`config.mk`:
```
export PLATFORM = sky130hd
export DESIGN_NAME = mvd_top
export DESIGN_NICKNAME = d
export VERILOG_FILES = /design/src/mvd_unused_guard.sv /design/src/mvd_pkg.sv /design/src/mvd_queue.sv /design/src/mvd_top.sv
export SDC_FILE = /design/constraint.sdc
export NUM_CORES = 1
export LEC_CHECK = 0
export BUFFER_PORTS_ARGS = -buffer_cell sky130_fd_sc_hd__buf_2
export CORE_AREA = 4 4 394 396
export DETAILED_ROUTE_END_ITERATION = 7
export DIE_AREA = 0 0 398 400
export GPL_TIMING_DRIVEN = 0
export PLACE_DENSITY_LB_ADDON = 0.15
export SLEW_MARGIN = 40
export SYNTH_ARGS = -nofsm -noshare
export SYNTH_HDL_FRONTEND = slang
export SYNTH_SLANG_ARGS = --single-unit
```
`constraint.sdc`:
```
create_clock -name mclk -period 2.68 [get_ports mclk]
set_input_delay 0.134 -clock mclk [delete_from_list [all_inputs] [get_ports mclk]]
set_output_delay 0.134 -clock mclk [all_outputs]
set_load 0.02 [all_outputs]
```
`src/mvd_unused_guard.sv`:
```
// Holds no logic; the transport is built from mvd_top and mvd_queue.

```
`src/mvd_pkg.sv`:
```
// Constants shared by the memory-mapped paravirtual device transport.
package mvd_pkg;

    localparam int unsigned ADDR_W = 12;

    localparam logic [11:0] OFF_IDENT       = 12'h000;
    localparam logic [11:0] OFF_VERSION     = 12'h004;
    localparam logic [11:0] OFF_DEV_TYPE    = 12'h008;
    localparam logic [11:0] OFF_MAKER       = 12'h00c;
    localparam logic [11:0] OFF_OFFER_FEAT  = 12'h010;
    localparam logic [11:0] OFF_OFFER_SEL   = 12'h014;
    localparam logic [11:0] OFF_ACCEPT_FEAT = 12'h020;
    localparam logic [11:0] OFF_ACCEPT_SEL  = 12'h024;
    localparam logic [11:0] OFF_PAGE_BYTES  = 12'h028;
    localparam logic [11:0] OFF_VQ_SEL      = 12'h030;
    localparam logic [11:0] OFF_VQ_MAX      = 12'h034;
    localparam logic [11:0] OFF_VQ_ELEMS    = 12'h038;
    localparam logic [11:0] OFF_VQ_ALIGN    = 12'h03c;
    localparam logic [11:0] OFF_VQ_READY    = 12'h03c;
    localparam logic [11:0] OFF_VQ_PFN      = 12'h040;
    localparam logic [11:0] OFF_VQ_KICK     = 12'h050;
    localparam logic [11:0] OFF_IRQ_CAUSE   = 12'h060;
    localparam logic [11:0] OFF_IRQ_CLEAR   = 12'h064;
    localparam logic [11:0] OFF_STATUS      = 12'h070;
    localparam logic [11:0] OFF_DESC_LO     = 12'h080;
    localparam logic [11:0] OFF_DESC_HI     = 12'h084;
    localparam logic [11:0] OFF_OFFER_LO    = 12'h090;
    localparam logic [11:0] OFF_OFFER_HI    = 12'h094;
    localparam logic [11:0] OFF_DONE_LO     = 12'h0a0;
    localparam logic [11:0] OFF_DONE_HI     = 12'h0a4;
    localparam logic [11:0] OFF_CFG_GEN     = 12'h0fc;
    localparam logic [11:0] OFF_CFG_SPACE   = 12'h100;

    localparam logic [31:0] IDENT_VALUE     = 32'h7472_6976;
    localparam logic [31:0] VERSION_LEGACY  = 32'h0000_0001;
    localparam logic [31:0] VERSION_CURRENT = 32'h0000_0002;
    localparam logic [31:0] ZERO_WORD       = 32'h0000_0000;

    localparam int unsigned IRQ_USED_BIT = 0;
    localparam int unsigned IRQ_CFG_BIT  = 1;
    localparam int unsigned IRQ_W        = 2;

    // Field codes that steer a write into one queue's register set.
    localparam logic [3:0] QF_ELEMS   = 4'h0;
    localparam logic [3:0] QF_ALIGN   = 4'h1;
    localparam logic [3:0] QF_PFN     = 4'h2;
    localparam logic [3:0] QF_READY   = 4'h3;
    localparam logic [3:0] QF_DESC_LO = 4'h4;
    localparam logic [3:0] QF_DESC_HI = 4'h5;
    localparam logic [3:0] QF_OFFR_LO = 4'h6;
    localparam logic [3:0] QF_OFFR_HI = 4'h7;
    localparam logic [3:0] QF_DONE_LO = 4'h8;
    localparam logic [3:0] QF_DONE_HI = 4'h9;
    localparam logic [3:0] QF_NONE    = 4'hf;

endpackage : mvd_pkg

```
`src/mvd_queue.sv`:
```
// Register set of one virtual queue.
`timescale 1ns/1ps
`default_nettype none
module mvd_queue (
    input  wire logic        mclk,
    input  wire logic        resetn,
    input  wire logic        wr_en,
    input  wire logic [3:0]  wr_field,
    input  wire logic [31:0] wr_data,
    input  wire logic        dev_reset,
    output logic             ready_q,
    output logic [31:0]      elems_q,
    output logic [31:0]      align_q,
    output logic [31:0]      pfn_q,
    output logic [63:0]      desc_q,
    output logic [63:0]      offr_q,
    output logic [63:0]      done_q
);
    import mvd_pkg::*;

    wire f_elems = wr_en && (wr_field == QF_ELEMS);
    wire f_align = wr_en && (wr_field == QF_ALIGN);
    wire f_pfn   = wr_en && (wr_field == QF_PFN);
    wire f_ready = wr_en && (wr_field == QF_READY);
    wire f_dlo   = wr_en && (wr_field == QF_DESC_LO);
    wire f_dhi   = wr_en && (wr_field == QF_DESC_HI);
    wire f_olo   = wr_en && (wr_field == QF_OFFR_LO);
    wire f_ohi   = wr_en && (wr_field == QF_OFFR_HI);
    wire f_ulo   = wr_en && (wr_field == QF_DONE_LO);
    wire f_uhi   = wr_en && (wr_field == QF_DONE_HI);

    // A device reset stops the queue in both layouts; addresses are kept.
    always_ff @(posedge mclk or negedge resetn) begin
        if (!resetn) begin
            ready_q <= 1'b0;
            pfn_q   <= ZERO_WORD;
        end else if (dev_reset) begin
            ready_q <= 1'b0;
            pfn_q   <= ZERO_WORD;
        end else begin
            if (f_ready) ready_q <= wr_data[0];
            if (f_pfn) pfn_q <= wr_data;
        end
    end

    always_ff @(posedge mclk or negedge resetn) begin
        if (!resetn) begin
            elems_q <= ZERO_WORD;
            align_q <= ZERO_WORD;
            desc_q  <= {ZERO_WORD, ZERO_WORD};
            offr_q  <= {ZERO_WORD, ZERO_WORD};
            done_q  <= {ZERO_WORD, ZERO_WORD};
        end else begin
            if (f_elems) elems_q <= wr_data;
            if (f_align) align_q <= wr_data;
            if (f_dlo) desc_q[31:0] <= wr_data;
            if (f_dhi) desc_q[63:32] <= wr_data;
            if (f_olo) offr_q[31:0] <= wr_data;
            if (f_ohi) offr_q[63:32] <= wr_data;
            if (f_ulo) done_q[31:0] <= wr_data;
            if (f_uhi) done_q[63:32] <= wr_data;
        end
    end

    AST_PFN_CLEARED_BY_RESET: assert property (@(posedge mclk) disable iff (!resetn)
        dev_reset |=> (pfn_q == ZERO_WORD) && !ready_q)
        else $error("queue not stopped by device reset");

endmodule : mvd_queue
`default_nettype wire

```
`src/mvd_top.sv`:
```
// Register transport of the memory-mapped paravirtual device.
//
// Operation
// - Maximum-size register returns the selected queue's limit, zero if absent.
// - One interrupt output is raised while any cause bit is set.
// - Causes are raised for used buffer updates and configuration changes.
// - Legacy layout version register reads as one.
// - Driver writes page size before queues; device keeps it for addressing.
// - Legacy selection steers maximum, size, alignment and page-number access.
// - Size register takes the selected queue's element count.
// - Alignment register takes the used-ring boundary for the selected queue.
// - Page-number register holds queue start page; nonzero means in use.
// - Status reads flags, nonzero writes set, zero resets and stops queues.
// - Writing a queue index to the kick register signals new buffers.
// - Cause bit 0 flags used ring update, bit 1 configuration change.
// - Each set bit written to the clear register clears that cause.
// - Register values are little-endian.
`timescale 1ns/1ps
`default_nettype none
module mvd_top #(
    parameter int unsigned NUM_QUEUES  = 2,
    parameter int unsigned QUEUE_MAX   = 256,
    parameter int unsigned FEAT_WORDS  = 2,
    parameter int unsigned CFG_WORDS   = 4,
    parameter bit          LEGACY      = 1'b1,
    // Arbitrary values; the integrator sets the real ones.
    parameter logic [31:0] DEVICE_TYPE = 32'h0000_0001,
    parameter logic [31:0] MAKER_CODE  = 32'h0000_1234
) (
    input  wire logic                        mclk,
    input  wire logic                        resetn,
    input  wire logic                        reg_req,
    input  wire logic                        reg_we,
    input  wire logic [mvd_pkg::ADDR_W-1:0]  reg_addr,
    input  wire logic [31:0]                 reg_wdata,
    output logic [31:0]                      reg_rdata,
    output logic                             reg_rvalid,
    input  wire logic [FEAT_WORDS*32-1:0]    offered_features,
    input  wire logic                        used_ring_event,
    input  wire logic                        config_change_event,
    output logic                             irq,
    output logic                             kick_valid,
    output logic [31:0]                      kick_index,
    output logic                             device_reset,
    output logic [31:0]                      status,
    output logic [31:0]                      driver_page_bytes,
    output logic [FEAT_WORDS*32-1:0]         accepted_features,
    output logic [NUM_QUEUES-1:0]            vq_enabled,
    output logic [NUM_QUEUES*32-1:0]         vq_elements,
    output logic [NUM_QUEUES*32-1:0]         vq_used_ring_alignment,
    output logic [NUM_QUEUES*32-1:0]         vq_page_number,
    output logic [NUM_QUEUES*64-1:0]         vq_descriptor_addr,
    output logic [NUM_QUEUES*64-1:0]         vq_offered_ring_addr,
    output logic [NUM_QUEUES*64-1:0]         vq_completed_ring_addr,
    output logic [CFG_WORDS*32-1:0]          cfg_space
);
    import mvd_pkg::*;

    localparam int unsigned QI_W = $clog2(NUM_QUEUES);
    localparam int unsigned FI_W = $clog2(FEAT_WORDS);
    localparam int unsigned CI_W = $clog2(CFG_WORDS);
    localparam logic [31:0] QMAX = 32'(QUEUE_MAX);

    if (NUM_QUEUES < 2 || FEAT_WORDS < 2 || CFG_WORDS < 2 || CFG_WORDS > 64
        || QUEUE_MAX < 1 || QUEUE_MAX > 32768) begin : g_bad_params
        $error("mvd_top parameters out of range");
    end

    ////////////////////////////////////////////////////////////////////////////
    // Decode. Data is little-endian: byte 0 of a register is wdata[7:0].

    logic [31:0]   vq_sel_q;
    logic [31:0]   offer_sel_q;
    logic [31:0]   accept_sel_q;
    logic [31:0]   cfg_gen_q;
    logic [IRQ_W-1:0] irq_cause_q;

    wire wr = reg_req && reg_we;
    wire rd = reg_req && !reg_we;
    wire hit_kick   = wr && (reg_addr == OFF_VQ_KICK);
    wire hit_clear  = wr && (reg_addr == OFF_IRQ_CLEAR);
    wire hit_status = wr && (reg_addr == OFF_STATUS);
    wire hit_cfg    = (reg_addr >= OFF_CFG_SPACE)
                   && (reg_addr < OFF_CFG_SPACE + 12'(CFG_WORDS * 4));
    wire [11:0] cfg_off = reg_addr - OFF_CFG_SPACE;
    wire [CI_W-1:0] cfg_idx = cfg_off[CI_W+1:2];
    wire dev_rst_wr = hit_status && (reg_wdata == ZERO_WORD);

    // Selected queue exists only below NUM_QUEUES; others read as absent.
    wire sel_valid = vq_sel_q < 32'(NUM_QUEUES);
    wire [QI_W-1:0] sel_idx = vq_sel_q[QI_W-1:0];
    wire fsel_ok = offer_sel_q < 32'(FEAT_WORDS);
    wire fsel_acc_ok = accept_sel_q < 32'(FEAT_WORDS);

    // Queue field targeted by a write; alignment and enabled share one offset.
    wire [3:0] qfield =
        (reg_addr == OFF_VQ_ELEMS) ? QF_ELEMS :
        (reg_addr == OFF_VQ_ALIGN && LEGACY) ? QF_ALIGN :
        (reg_addr == OFF_VQ_READY && !LEGACY) ? QF_READY :
        (reg_addr == OFF_VQ_PFN && LEGACY) ? QF_PFN :
        (reg_addr == OFF_DESC_LO && !LEGACY) ? QF_DESC_LO :
        (reg_addr == OFF_DESC_HI && !LEGACY) ? QF_DESC_HI :
        (reg_addr == OFF_OFFER_LO && !LEGACY) ? QF_OFFR_LO :
        (reg_addr == OFF_OFFER_HI && !LEGACY) ? QF_OFFR_HI :
        (reg_addr == OFF_DONE_LO && !LEGACY) ? QF_DONE_LO :
        (reg_addr == OFF_DONE_HI && !LEGACY) ? QF_DONE_HI : QF_NONE;

    ////////////////////////////////////////////////////////////////////////////
    // Queues.

    logic [31:0] q_elems [NUM_QUEUES];
    logic [31:0] q_align [NUM_QUEUES];
    logic [31:0] q_pfn   [NUM_QUEUES];

    for (genvar i = 0; i < NUM_QUEUES; i++) begin : g_queue
        wire q_wr = wr && sel_valid && (sel_idx == QI_W'(i));
        mvd_queue u_queue (
            .mclk      (mclk),
            .resetn    (resetn),
            .wr_en     (q_wr),
            .wr_field  (qfield),
            .wr_data   (reg_wdata),
            .dev_reset (device_reset),
            .ready_q   (vq_enabled[i]),
            .elems_q   (q_elems[i]),
            .align_q   (q_align[i]),
            .pfn_q     (q_pfn[i]),
            .desc_q    (vq_descriptor_addr[i*64 +: 64]),
            .offr_q    (vq_offered_ring_addr[i*64 +: 64]),
            .done_q    (vq_completed_ring_addr[i*64 +: 64])
        );
        assign vq_elements[i*32 +: 32]            = q_elems[i];
        assign vq_used_ring_alignment[i*32 +: 32] = q_align[i];
        assign vq_page_number[i*32 +: 32]         = q_pfn[i];
    end

    ////////////////////////////////////////////////////////////////////////////
    // Read mux.

    wire [31:0] max_rd   = sel_valid ? QMAX : ZERO_WORD;
    wire [31:0] pfn_rd   = sel_valid ? q_pfn[sel_idx] : ZERO_WORD;
    wire [31:0] ready_rd = sel_valid ? {31'h0000_0000, vq_enabled[sel_idx]} : ZERO_WORD;
    wire [31:0] feat_rd  = fsel_ok ? offered_features[offer_sel_q[FI_W-1:0]*32 +: 32]
                                   : ZERO_WORD;
    wire [31:0] cfg_rd   = cfg_space[cfg_idx*32 +: 32];
    wire [31:0] ver_rd   = LEGACY ? VERSION_LEGACY : VERSION_CURRENT;

    logic [31:0] rd_mux;
    always_comb begin
        rd_mux = ZERO_WORD;
        if (hit_cfg) begin
            rd_mux = cfg_rd;
        end else begin
            unique case (reg_addr)
                OFF_IDENT:      rd_mux = IDENT_VALUE;
                OFF_VERSION:    rd_mux = ver_rd;
                OFF_DEV_TYPE:   rd_mux = DEVICE_TYPE;
                OFF_MAKER:      rd_mux = MAKER_CODE;
                OFF_OFFER_FEAT: rd_mux = feat_rd;
                OFF_VQ_MAX:     rd_mux = max_rd;
                OFF_VQ_READY:   rd_mux = LEGACY ? ZERO_WORD : ready_rd;
                OFF_VQ_PFN:     rd_mux = LEGACY ? pfn_rd : ZERO_WORD;
                OFF_IRQ_CAUSE:  rd_mux = {30'h0000_0000, irq_cause_q};
                OFF_STATUS:     rd_mux = status;
                OFF_CFG_GEN:    rd_mux = LEGACY ? ZERO_WORD : cfg_gen_q;
                default:        rd_mux = ZERO_WORD;
            endcase
        end
    end

    always_ff @(posedge mclk or negedge resetn) begin
        if (!resetn) begin
            reg_rvalid <= 1'b0;
            reg_rdata  <= ZERO_WORD;
        end else begin
            reg_rvalid <= rd;
            reg_rdata  <= rd ? rd_mux : ZERO_WORD;
        end
    end

    ////////////////////////////////////////////////////////////////////////////
    // Plain writable registers.

    always_ff @(posedge mclk or negedge resetn) begin
        if (!resetn) begin
            vq_sel_q          <= ZERO_WORD;
            offer_sel_q       <= ZERO_WORD;
            accept_sel_q      <= ZERO_WORD;
            driver_page_bytes <= ZERO_WORD;
        end else if (wr) begin
            if (reg_addr == OFF_VQ_SEL) vq_sel_q <= reg_wdata;
            if (reg_addr == OFF_OFFER_SEL) offer_sel_q <= reg_wdata;
            if (reg_addr == OFF_ACCEPT_SEL) accept_sel_q <= reg_wdata;
            if (reg_addr == OFF_PAGE_BYTES && LEGACY) driver_page_bytes <= reg_wdata;
        end
    end

    always_ff @(posedge mclk or negedge resetn) begin
        if (!resetn) begin
            accepted_features <= '0;
            cfg_space         <= '0;
        end else if (wr) begin
            if (reg_addr == OFF_ACCEPT_FEAT && fsel_acc_ok)
                accepted_features[accept_sel_q[FI_W-1:0]*32 +: 32] <= reg_wdata;
            if (hit_cfg) cfg_space[cfg_idx*32 +: 32] <= reg_wdata;
        end
    end

    // Status flags accumulate; a zero write resets the device for one cycle.
    always_ff @(posedge mclk or negedge resetn) begin
        if (!resetn) begin
            status       <= ZERO_WORD;
            device_reset <= 1'b0;
        end else begin
            device_reset <= dev_rst_wr;
            if (dev_rst_wr) status <= ZERO_WORD;
            else if (hit_status) status <= status | reg_wdata;
        end
    end

    always_ff @(posedge mclk or negedge resetn) begin
        if (!resetn) begin
            kick_valid <= 1'b0;
            kick_index <= ZERO_WORD;
        end else begin
            kick_valid <= hit_kick;
            if (hit_kick) kick_index <= reg_wdata;
        end
    end

    ////////////////////////////////////////////////////////////////////////////
    // Interrupt causes. A new event beats a clear or reset in the same cycle.

    wire [IRQ_W-1:0] cause_set = {config_change_event, used_ring_event};
    wire [IRQ_W-1:0] cause_clr = dev_rst_wr ? {IRQ_W{1'b1}} :
                                 hit_clear  ? reg_wdata[IRQ_W-1:0] : '0;
    wire [IRQ_W-1:0] cause_d   = (irq_cause_q & ~cause_clr) | cause_set;

    always_ff @(posedge mclk or negedge resetn) begin
        if (!resetn) begin
            irq_cause_q <= '0;
            irq         <= 1'b0;
            cfg_gen_q   <= ZERO_WORD;
        end else begin
            irq_cause_q <= cause_d;
            irq         <= |cause_d;
            if (config_change_event) cfg_gen_q <= cfg_gen_q + 32'h0000_0001;
        end
    end

    ////////////////////////////////////////////////////////////////////////////
    // Checks.

    AST_IRQ_LEVEL: assert property (@(posedge mclk) disable iff (!resetn)
        irq == (|irq_cause_q))
        else $error("interrupt output disagrees with causes");
    AST_IRQ_HOLD: assert property (@(posedge mclk) disable iff (!resetn)
        (irq && !hit_clear && !dev_rst_wr) |=> irq)
        else $error("interrupt dropped without a clear");
    AST_USED_CAUSE: assert property (@(posedge mclk) disable iff (!resetn)
        used_ring_event |=> irq_cause_q[IRQ_USED_BIT] && irq)
        else $error("used ring event lost");
    AST_CFG_CAUSE: assert property (@(posedge mclk) disable iff (!resetn)
        config_change_event |=> irq_cause_q[IRQ_CFG_BIT])
        else $error("configuration change cause lost");
    AST_ACK_CLEARS: assert property (@(posedge mclk) disable iff (!resetn)
        (hit_clear && reg_wdata[IRQ_USED_BIT] && !used_ring_event)
        |=> !irq_cause_q[IRQ_USED_BIT])
        else $error("acknowledge did not clear cause");
    AST_KICK: assert property (@(posedge mclk) disable iff (!resetn)
        hit_kick |=> kick_valid && (kick_index == $past(reg_wdata)))
        else $error("kick not forwarded");
    AST_MAX_SIZE: assert property (@(posedge mclk) disable iff (!resetn)
        (rd && reg_addr == OFF_VQ_MAX)
        |=> reg_rvalid
            && (reg_rdata == (($past(vq_sel_q) < 32'(NUM_QUEUES)) ? QMAX : ZERO_WORD)))
        else $error("wrong maximum queue size");
    AST_VERSION: assert property (@(posedge mclk) disable iff (!resetn)
        (rd && reg_addr == OFF_VERSION)
        |=> reg_rdata == (LEGACY ? VERSION_LEGACY : VERSION_CURRENT))
        else $error("version register wrong");
    AST_STATUS_RESET: assert property (@(posedge mclk) disable iff (!resetn)
        dev_rst_wr |=> device_reset && (status == ZERO_WORD)
            && (irq_cause_q == $past(cause_set)))
        else $error("zero status write did not reset");
    AST_STATUS_SET: assert property (@(posedge mclk) disable iff (!resetn)
        (hit_status && !dev_rst_wr)
        |=> ((status & $past(reg_wdata)) == $past(reg_wdata)))
        else $error("status flags not set");

endmodule : mvd_top
`default_nettype wire

```
==> impl_summary.txt, run 1 <==
----------------------------------------------------
[Status]
  Status ... complete, no violations

[Floorplan]
  # rows ... roughly 140
  CORE AREA ... 152000 sq um
  Floorplan die area ... 159000 sq um
  Number of I/O pins ... 1016
  Chip width ... 398 um
  Initial standard-cell utilization of the core ... approximately a fifth
  Die Height ... 400 um

[Worst setup path]
  Worst path required time ... 3.22 ns
  CP Data Arrival Time ... between 3 and 4 ns
  Largest stage delay, worst path ... 0.54 ns
  Cell depth of the worst setup path ... 9
  Worst-path cell with the longest stage delay ... or4_1
  Destination of the worst register-to-register timing path ... g_queue[1].u_queue.pfn_q[11]$_DFFE_PN0P_
  Endpoint class of the critical path ... flip-flop
  Worst flop-to-flop path startpoint ... vq_sel_q[17]$_DFFE_PN0P_
  Startpoint of the most critical setup path ... vq_sel_q[17]$_DFFE_PN0P_
  Worst r2r path cells ... 9
  Category of the critical setup timing path ... reg2reg
  Top Family by Delay on Critical Path ... simple AND/OR/NAND/NOR gates
  Crit start category ... flip-flop
  Crit path max fanout ... 10
  Worst setup endpoint ... g_queue[1].u_queue.pfn_q[11]$_DFFE_PN0P_
  R2R Setup Slk ... 0.11 ns
  Combined buffer and inverter count along the critical path ... 4
  Cell-by-cell listing of the critical path ... nor4_4 > nand4_1 > buf_4 > buf_4 > or4_1 > buf_4 > buf_4 > mux2i_1 > nor2_1
  Critical Path Most Common Cell ... buf_4

[Final layout]
  NumNets Final ... roughly 3900
  Share of post-route cells with drive strength above 1 ... 43.9%
  Layout overhead on the synthesized area ... 40.7%
  Fill cell instance count of the final layout ... ~16000
  Layout Cell Area excl Fill ... around 41000 sq um

[Flow run]
  Maxcap violations ... 0

[Logic synthesis]
  Top area cells in the synthesized netlist ... dfrtp_1, mux2_2, buf_4
  Top FF cell, synth ... dfrtp_1
  Fraction of synthesized cell area taken by the top area cell type ... between 50% and 60%
  Synth Area in Compound Gates ... 5.04%
  Post-synthesis sequential element count ... 616
  Cell variety after synth ... 45
  Simple-gate share of the synthesized area ... roughly 9%
  Most common cell in the netlist ... dfrtp_1
  Share of synthesized area occupied by flip-flops and latches ... approximately 53%
  Synthesized area per cell ... 11.3 sq um
  XOR/XNOR Fraction of Synth Area ... 0%
  Number of instances in the synthesized netlist ... 2562
  Cell accounting for the most synthesized area ... dfrtp_1
  Mux cell area share after synthesis ... 20.0%
  Number of warning messages in the yosys log ... 0
  Post-synth EDFFs ... 0
  Fraction of registers with async set or reset after synthesis ... 100%
  Post-Synthesis Cell Area ... 29000 sq um
  Dominant combinational cell family by area after synthesis ... multiplexers
  Commonest cells in the synthesized netlist ... dfrtp_1, nand2_1, buf_4
  Adder-Cell Fraction of Synth Area ... 0.215%

[Timing]
  Total setup violations reported at the end of the flow ... 0
  Final hold violation count ... 0
  Max Clock Freq ... about 390 MHz
  Clock Skews ... around 0.021 ns
  Setup repair after global routing missed its margin ... false
  Transition time at the pin with the least slew margin ... roughly 0.86 ns
  Worst slew margin relative to its limit ... roughly 42%
  Max-slew violation total from the final report ... 0
  Post-layout min period ... 2.57 ns
  Setup TNS ... 0 ns
  Hold slack final ... 0.0543 ns
  Crit share post-route ... 95.8%

[Placement]
  GP Congestion ... 0.780
  Cell area after placement ... roughly 37000 sq um
  Count of input and output buffers ... 600
  Detail Placement HPWL ... about 110000 um

[Drt]
  Number of vias per cell after detailed routing ... 3.86
  Wire length per cell ... 25.5 um
  Pre-Repair DR Iteration Count ... 5
  Violation count after the first detailed-routing iteration ... 1077
  Post-route ant nets ... 0
  Total number of vias ... 22595
  Final WL ... 149000 um
  Remaining DRCs ... 0

[Power]
  Leak ... 22.5 nW
  Ratio of total power to cell area ... 580 nW/um^2
  Maximum VDD drop ... just under 400 uV
  Total power consumption of the routed design ... 23.7 mW

[GRT]
  Global-route wire length before repair ... between 200000 and 250000 um
  Total congestion overflow ... 0
  Largest net degree at the start of global routing ... 91
  All-layer global routing usage ... a little under a fifth
  Number of global-route vias before repair ... around 23000
  Antenna violations before repair ... 23

[CTS]
  Clock latency of the later-clocked register in the worst-skew pair ... 0.69 ns
  Clock slew seen by the registers of the worst setup and hold paths ... 0.06 ns
  Root Driver ... clkbuf_16
  Number of buffers on the longest clock path ... 3
  Depth of the CTS H-tree ... 3
  CTS Buf Count ... a little over 80
  CTS tree ... built
  Clock Sinks ... 616

[Worst hold path]
  Cell depth of the worst min-delay path ... 2
  Tightest Hold Check Type ... in2reg

----------------------------------------------------
## registers in the layout, summed over array words and instances, names as in the netlist, 2 cells and up
signal / cells
accept_sel_q: 32
accepted_features: 64
cfg_space: 128
driver_page_bytes: 32
g_queue.u_queue.align_q: 64
g_queue.u_queue.elems_q: 64
g_queue.u_queue.pfn_q: 64
g_queue.u_queue.ready_q: 2
irq_cause_q: 2
kick_index: 32
offer_sel_q: 32
reg_rdata: 32
status: 32
vq_sel_q: 32
## worst register-to-register path: cells and delay by family, from the launching register on
kind	cells	cell delay (ns)
flops	1	0.41
simple gates	4	1.01
mux	1	0.20
buf+inv	4	0.80
## cell families after synthesis
family	after synthesis
flops	616
buf+inv	591
fa+ha+maj	5
other cells	1
compound gates	265
mux	482
simple gates	602
## cell usage in the layout (no fill, tap or decap), types with 67 or more instances in the layout
cell           count
dlygate4sd3_1     94
nand2_1          398
clkbuf_1          78
buf_2            627
buf_4            410
mux2_2           315
mux2i_1           67
conb_1           384
clkbuf_16         83
nor2_1           103
dfrtp_1          616
o21ai_0          163
## stage by stage
step / worst slack (ns) / std cells / util, %
2_1_floorplan: 0.183 / 2945 / -
3_3_place_gp: -13.62 / 5575 / 23.8
3_5_place_dp: -1.68 / 5592 / 24.1
4_1_cts: 0.00538 / 5842 / 26.9
5_1_grt: 0.00122 / 5845 / 26.9
6_report: 0.112 / 5856 / 27.0
## area by class of cell
class | instances | area [sq um] | share of cell area [%]
timing repair buffer | 724 | 4410 | 10.8
clock inverter | 33 | 589 | 1.44
sequential | 616 | 15400 | 37.7
multi-input combinational | 1738 | 11600 | 28.3
buffer | 582 | 3860 | 9.45
clock buffer | 118 | 2440 | 5.97
inverter | 4 | 15.0 | 0.0368
tap | 2030 | 2540 | 6.22
antenna | 11 | 27.5 | 0.0674
## where the power goes
group          internal, mW  switching (mW)
Sequential             9.32          0.0107
Combinational         0.703            1.37
Clock                  7.46            4.83
## how the worst min path moves through the flow
stage / slack, ns / start / to
floorplan: -0.16 / resetn / accept_sel_q[0]$_DFFE_PN0P_
global placement: 0.36 / used_ring_event / irq_cause_q[0]$_DFF_PN0_
detailed placement: 0.004 / resetn / g_queue[1].u_queue.elems_q[19]$_DFFE_PN0P_
CTS: 0.004 / reg_wdata[17] / vq_sel_q[17]$_DFFE_PN0P_
global route: 0.05 / reg_wdata[14] / g_queue[0].u_queue.align_q[14]$_DFFE_PN0P_
finish: 0.05 / reg_wdata[14] / g_queue[0].u_queue.elems_q[14]$_DFFE_PN0P_
## per-layer routing
metal	share of wire, %	global-route usage [%]
met5	0.025	0
met4	1.9	4.31
met3	8.4	5.94
met2	49	31.3
met1	40	21.9
## what timing repair did
item	4_1_cts	5_1_grt
resized for setup	34	30
endpoints found under the setup margin	558	183
buffers inserted	10	2
pin swaps	6	1
hold buffers	92	3
hold endpoints to repair	433	3
Note: power is estimated with default switching activity, not from simulation.
==> run 2: changes to the inputs <==
- CORE_AREA: 4 4 394 396 -> 2 2 392 394
- CTS_BUF_LIST: not set -> sky130_fd_sc_hd__clkbuf_16
- DIE_AREA: 0 0 398 400 -> 0 0 394 396
- RECOVER_POWER: not set -> 100
==> impl_summary.txt, run 2 (synthesized netlist as in run 1, its figures left out) <==
----------------------------------------------------
[Final layout]
  Area taken by flip-flops and latches ... 15400 sq um
  Share of post-route cells with drive strength above 1 ... 28.8%
  Layout Cell Area excl Fill ... ~40000 sq um
  Most common library cell in the layout ignoring fill and taps ... dfrtp_1
  Register with the most flip-flops ... cfg_space
  Fill cell instance count of the final layout ... 16464
  Commonest cells after routing, fill and taps aside ... dfrtp_1, clkbuf_1, buf_4, nand2_1, conb_1
  NumNets Final ... between 3000 and 4000
  Layout overhead on the synthesized area ... 35.9%
  Fin util ... between 20% and 30%
  Number of flip-flops in the largest register ... 128
  Area taken by multi-input logic gates ... around 11000 sq um

[Worst setup path]
  Worst r2r path cells ... 7
  Endpoint class of the critical path ... flip-flop
  Worst setup endpoint ... reg_rdata[5]$_DFF_PN0_
  Destination of the worst register-to-register timing path ... reg_rdata[4]$_DFF_PN0_
  Crit start category ... primary input
  Cell-by-cell listing of the critical path ... buf_2 > clkbuf_2 > clkbuf_4 > inv_1 > ha_2 > nor4b_4 > nand4_1 > clkbuf_1 > nor3_2 > buf_2 > clkbuf_4 > a221oi_1 > a21oi_1
  R2R Setup Slk ... about 0.070 ns
  Largest stage delay, worst path ... 0.31 ns
  CP Data Arrival Time ... roughly 3.2 ns
  Worst-path cell with the longest stage delay ... clkbuf_4
  Startpoint of the most critical setup path ... reg_addr[3]
  Worst path required time ... roughly 3.3 ns
  Category of the critical setup timing path ... in2reg
  Worst flop-to-flop path startpoint ... offer_sel_q[30]$_DFFE_PN0P_
  Crit path max fanout ... 10

[Floorplan]
  CORE AREA ... between 150000 and 200000 sq um
  # rows ... 143
  Initial standard-cell utilization of the core ... between 10% and 20%
  Number of I/O pins ... 1016
  Chip width ... 394 um
  Die Height ... 396 um
  Floorplan die area ... 156000 sq um

[GRT]
  Met1 Resource Use GR ... 22.2%
  Met2 track demand over resource ... 32.0%
  Antenna violations before repair ... 22
  GR Layer Usage met3 ... 5.52%
  Largest net degree at the start of global routing ... between 80 and 90
  Number of global-route vias before repair ... 22775
  Most crowded layer after global routing ... met2
  Global-route wire length before repair ... around 200000 um
  Total congestion overflow ... 0
  All-layer global routing usage ... between 10% and 20%

[Drt]
  Post-route ant nets ... 0
  Final WL ... approximately 150000 um
  Violation count after the first detailed-routing iteration ... 1221
  Total number of vias ... approximately 23000
  Pre-Repair DR Iteration Count ... 5
  Remaining DRCs ... 0
  Wire length per cell ... 25.2 um
  Number of vias per cell after detailed routing ... 3.89

[Placement]
  Cell area after placement ... 36400 sq um
  Detail Placement HPWL ... 113000 um
  GP Congestion ... 0.797
  Count of input and output buffers ... 600

[Timing]
  Max Clock Freq ... 382 MHz
  Final hold violation count ... 1
  Post-layout min period ... approximately 2.6 ns
  Transition time at the pin with the least slew margin ... 1.99 ns
  Setup repair after global routing missed its margin ... false
  Worst slew margin relative to its limit ... -32.6%
  Total setup violations reported at the end of the flow ... 0
  Crit share post-route ... 97.6%
  Setup TNS ... 0 ns
  Clock Skews ... roughly 0.031 ns
  Hold slack final ... -0.000956 ns
  Max-slew violation total from the final report ... 78

[Power]
  Maximum VDD drop ... 404 uV
  Net switching power ... between 6 and 7 mW
  Clock Power Share ... 50.1%
  Internal portion of total power ... 16.6 mW
  Leak ... 19.9 nW
  Part of the power in combinational logic ... 8.9%
  Total power consumption of the routed design ... 22.7 mW
  Net switching share of the total power ... 27.1%
  Sequential power share ... 41.0%
  Ratio of total power to cell area ... 576 nW/um^2

[CTS]
  CTS tree ... built
  Clock Sinks ... between 600 and 700
  Clock slew seen by the registers of the worst setup and hold paths ... ~0.050 ns
  Clock latency of the later-clocked register in the worst-skew pair ... roughly 0.68 ns
  CTS Buf Count ... 84
  Number of buffers on the longest clock path ... 3
  Root Driver ... clkbuf_16
  Depth of the CTS H-tree ... 3

[Worst hold path]
  Tightest Hold Check Type ... in2reg

[Status]
  Status ... finished, violations left
  Violations in the final reports ... negative hold slack, max-capacitance violations, max-slew violations

[Flow run]
  Maxcap violations ... 1

----------------------------------------------------
-- run 2: worst min-delay path by stage --
stage	from	cells past startpoint	slack, ns	end
5_1_grt	reg_wdata[28]	2	0.01	driver_page_bytes[28]$_DFFE_PN0P_
4_1_cts	reg_wdata[28]	2	0.002	vq_sel_q[28]$_DFFE_PN0P_
6_report	reg_wdata[25]	2	-0.001	g_queue[0].u_queue.elems_q[25]$_DFFE_PN0P_
2_1_floorplan	resetn	0	-0.16	accept_sel_q[0]$_DFFE_PN0P_
3_5_place_dp	resetn	1	0.04	accepted_features[24]$_DFFE_PN0P_
3_3_place_gp	used_ring_event	2	0.42	irq_cause_q[0]$_DFF_PN0_
-- run 2: power groups by stage --
| stage | clock network, mW | registers (mW) | logic (mW) |
|---|---|---|---|
| after floorplan | 0 | 9.51 | 1.20 |
| after global placement | 0 | 9.50 | 1.89 |
| after detailed placement | 0 | 9.50 | 1.94 |
| after CTS | 11.8 | 9.33 | 2.06 |
| after global routing | 12.1 | 9.33 | 2.18 |
| final | 11.4 | 9.33 | 2.01 |
-- run 2: worst max-delay path, delay by kind of cell --
kind,cells,cell delay [ns]
adder cells (fa/ha/maj),1,0.26
AND/OR/NAND/NOR,3,0.82
AO/OA/AOI/OAI,2,0.39
buffers and inverters,7,1.57
-- run 2: layout make-up --
| type | instances | share of cell area [%] |
|---|---|---|
| Sequential cell | 616 | 39.1 |
| Multi-Input combinational cell | 1738 | 28.9 |
| Buffer | 580 | 9.71 |
| Timing Repair Buffer | 719 | 8.89 |
| Tap cell | 2030 | 6.44 |
| Clock buffer | 84 | 5.33 |
| Clock inverter | 59 | 1.57 |
| Inverter | 4 | 0.0380 |
| Antenna cell | 3 | 0.0190 |
-- run 2: timing repair --
item | 4_1_cts | 5_1_grt
setup buffers | 13 | 1
hold buffers | 89 | 1
pin swaps | 6 | 3
endpoints found under the setup margin | 563 | 324
hold endpoints to repair | 283 | 1
gates resized for setup | 36 | 34
-- run 2: stage by stage --
stage	worst slack [ns]	hold WS, ns	instances
2_1_floorplan	0.183	-0.162	2945
3_3_place_gp	-13.66	0.416	5575
3_5_place_dp	-1.58	0.0373	5589
4_1_cts	0.00372	0.00214	5830
5_1_grt	0.00208	0.0131	5830
6_report	0.0643	-0.000956	5833
-- run 2: metal layers --
layer  up-vias  routed length, um
met3       148              10900
met4        24               2480
met1     11407              60200
li1      10310                  -
met2       794              73400
met5         -                171
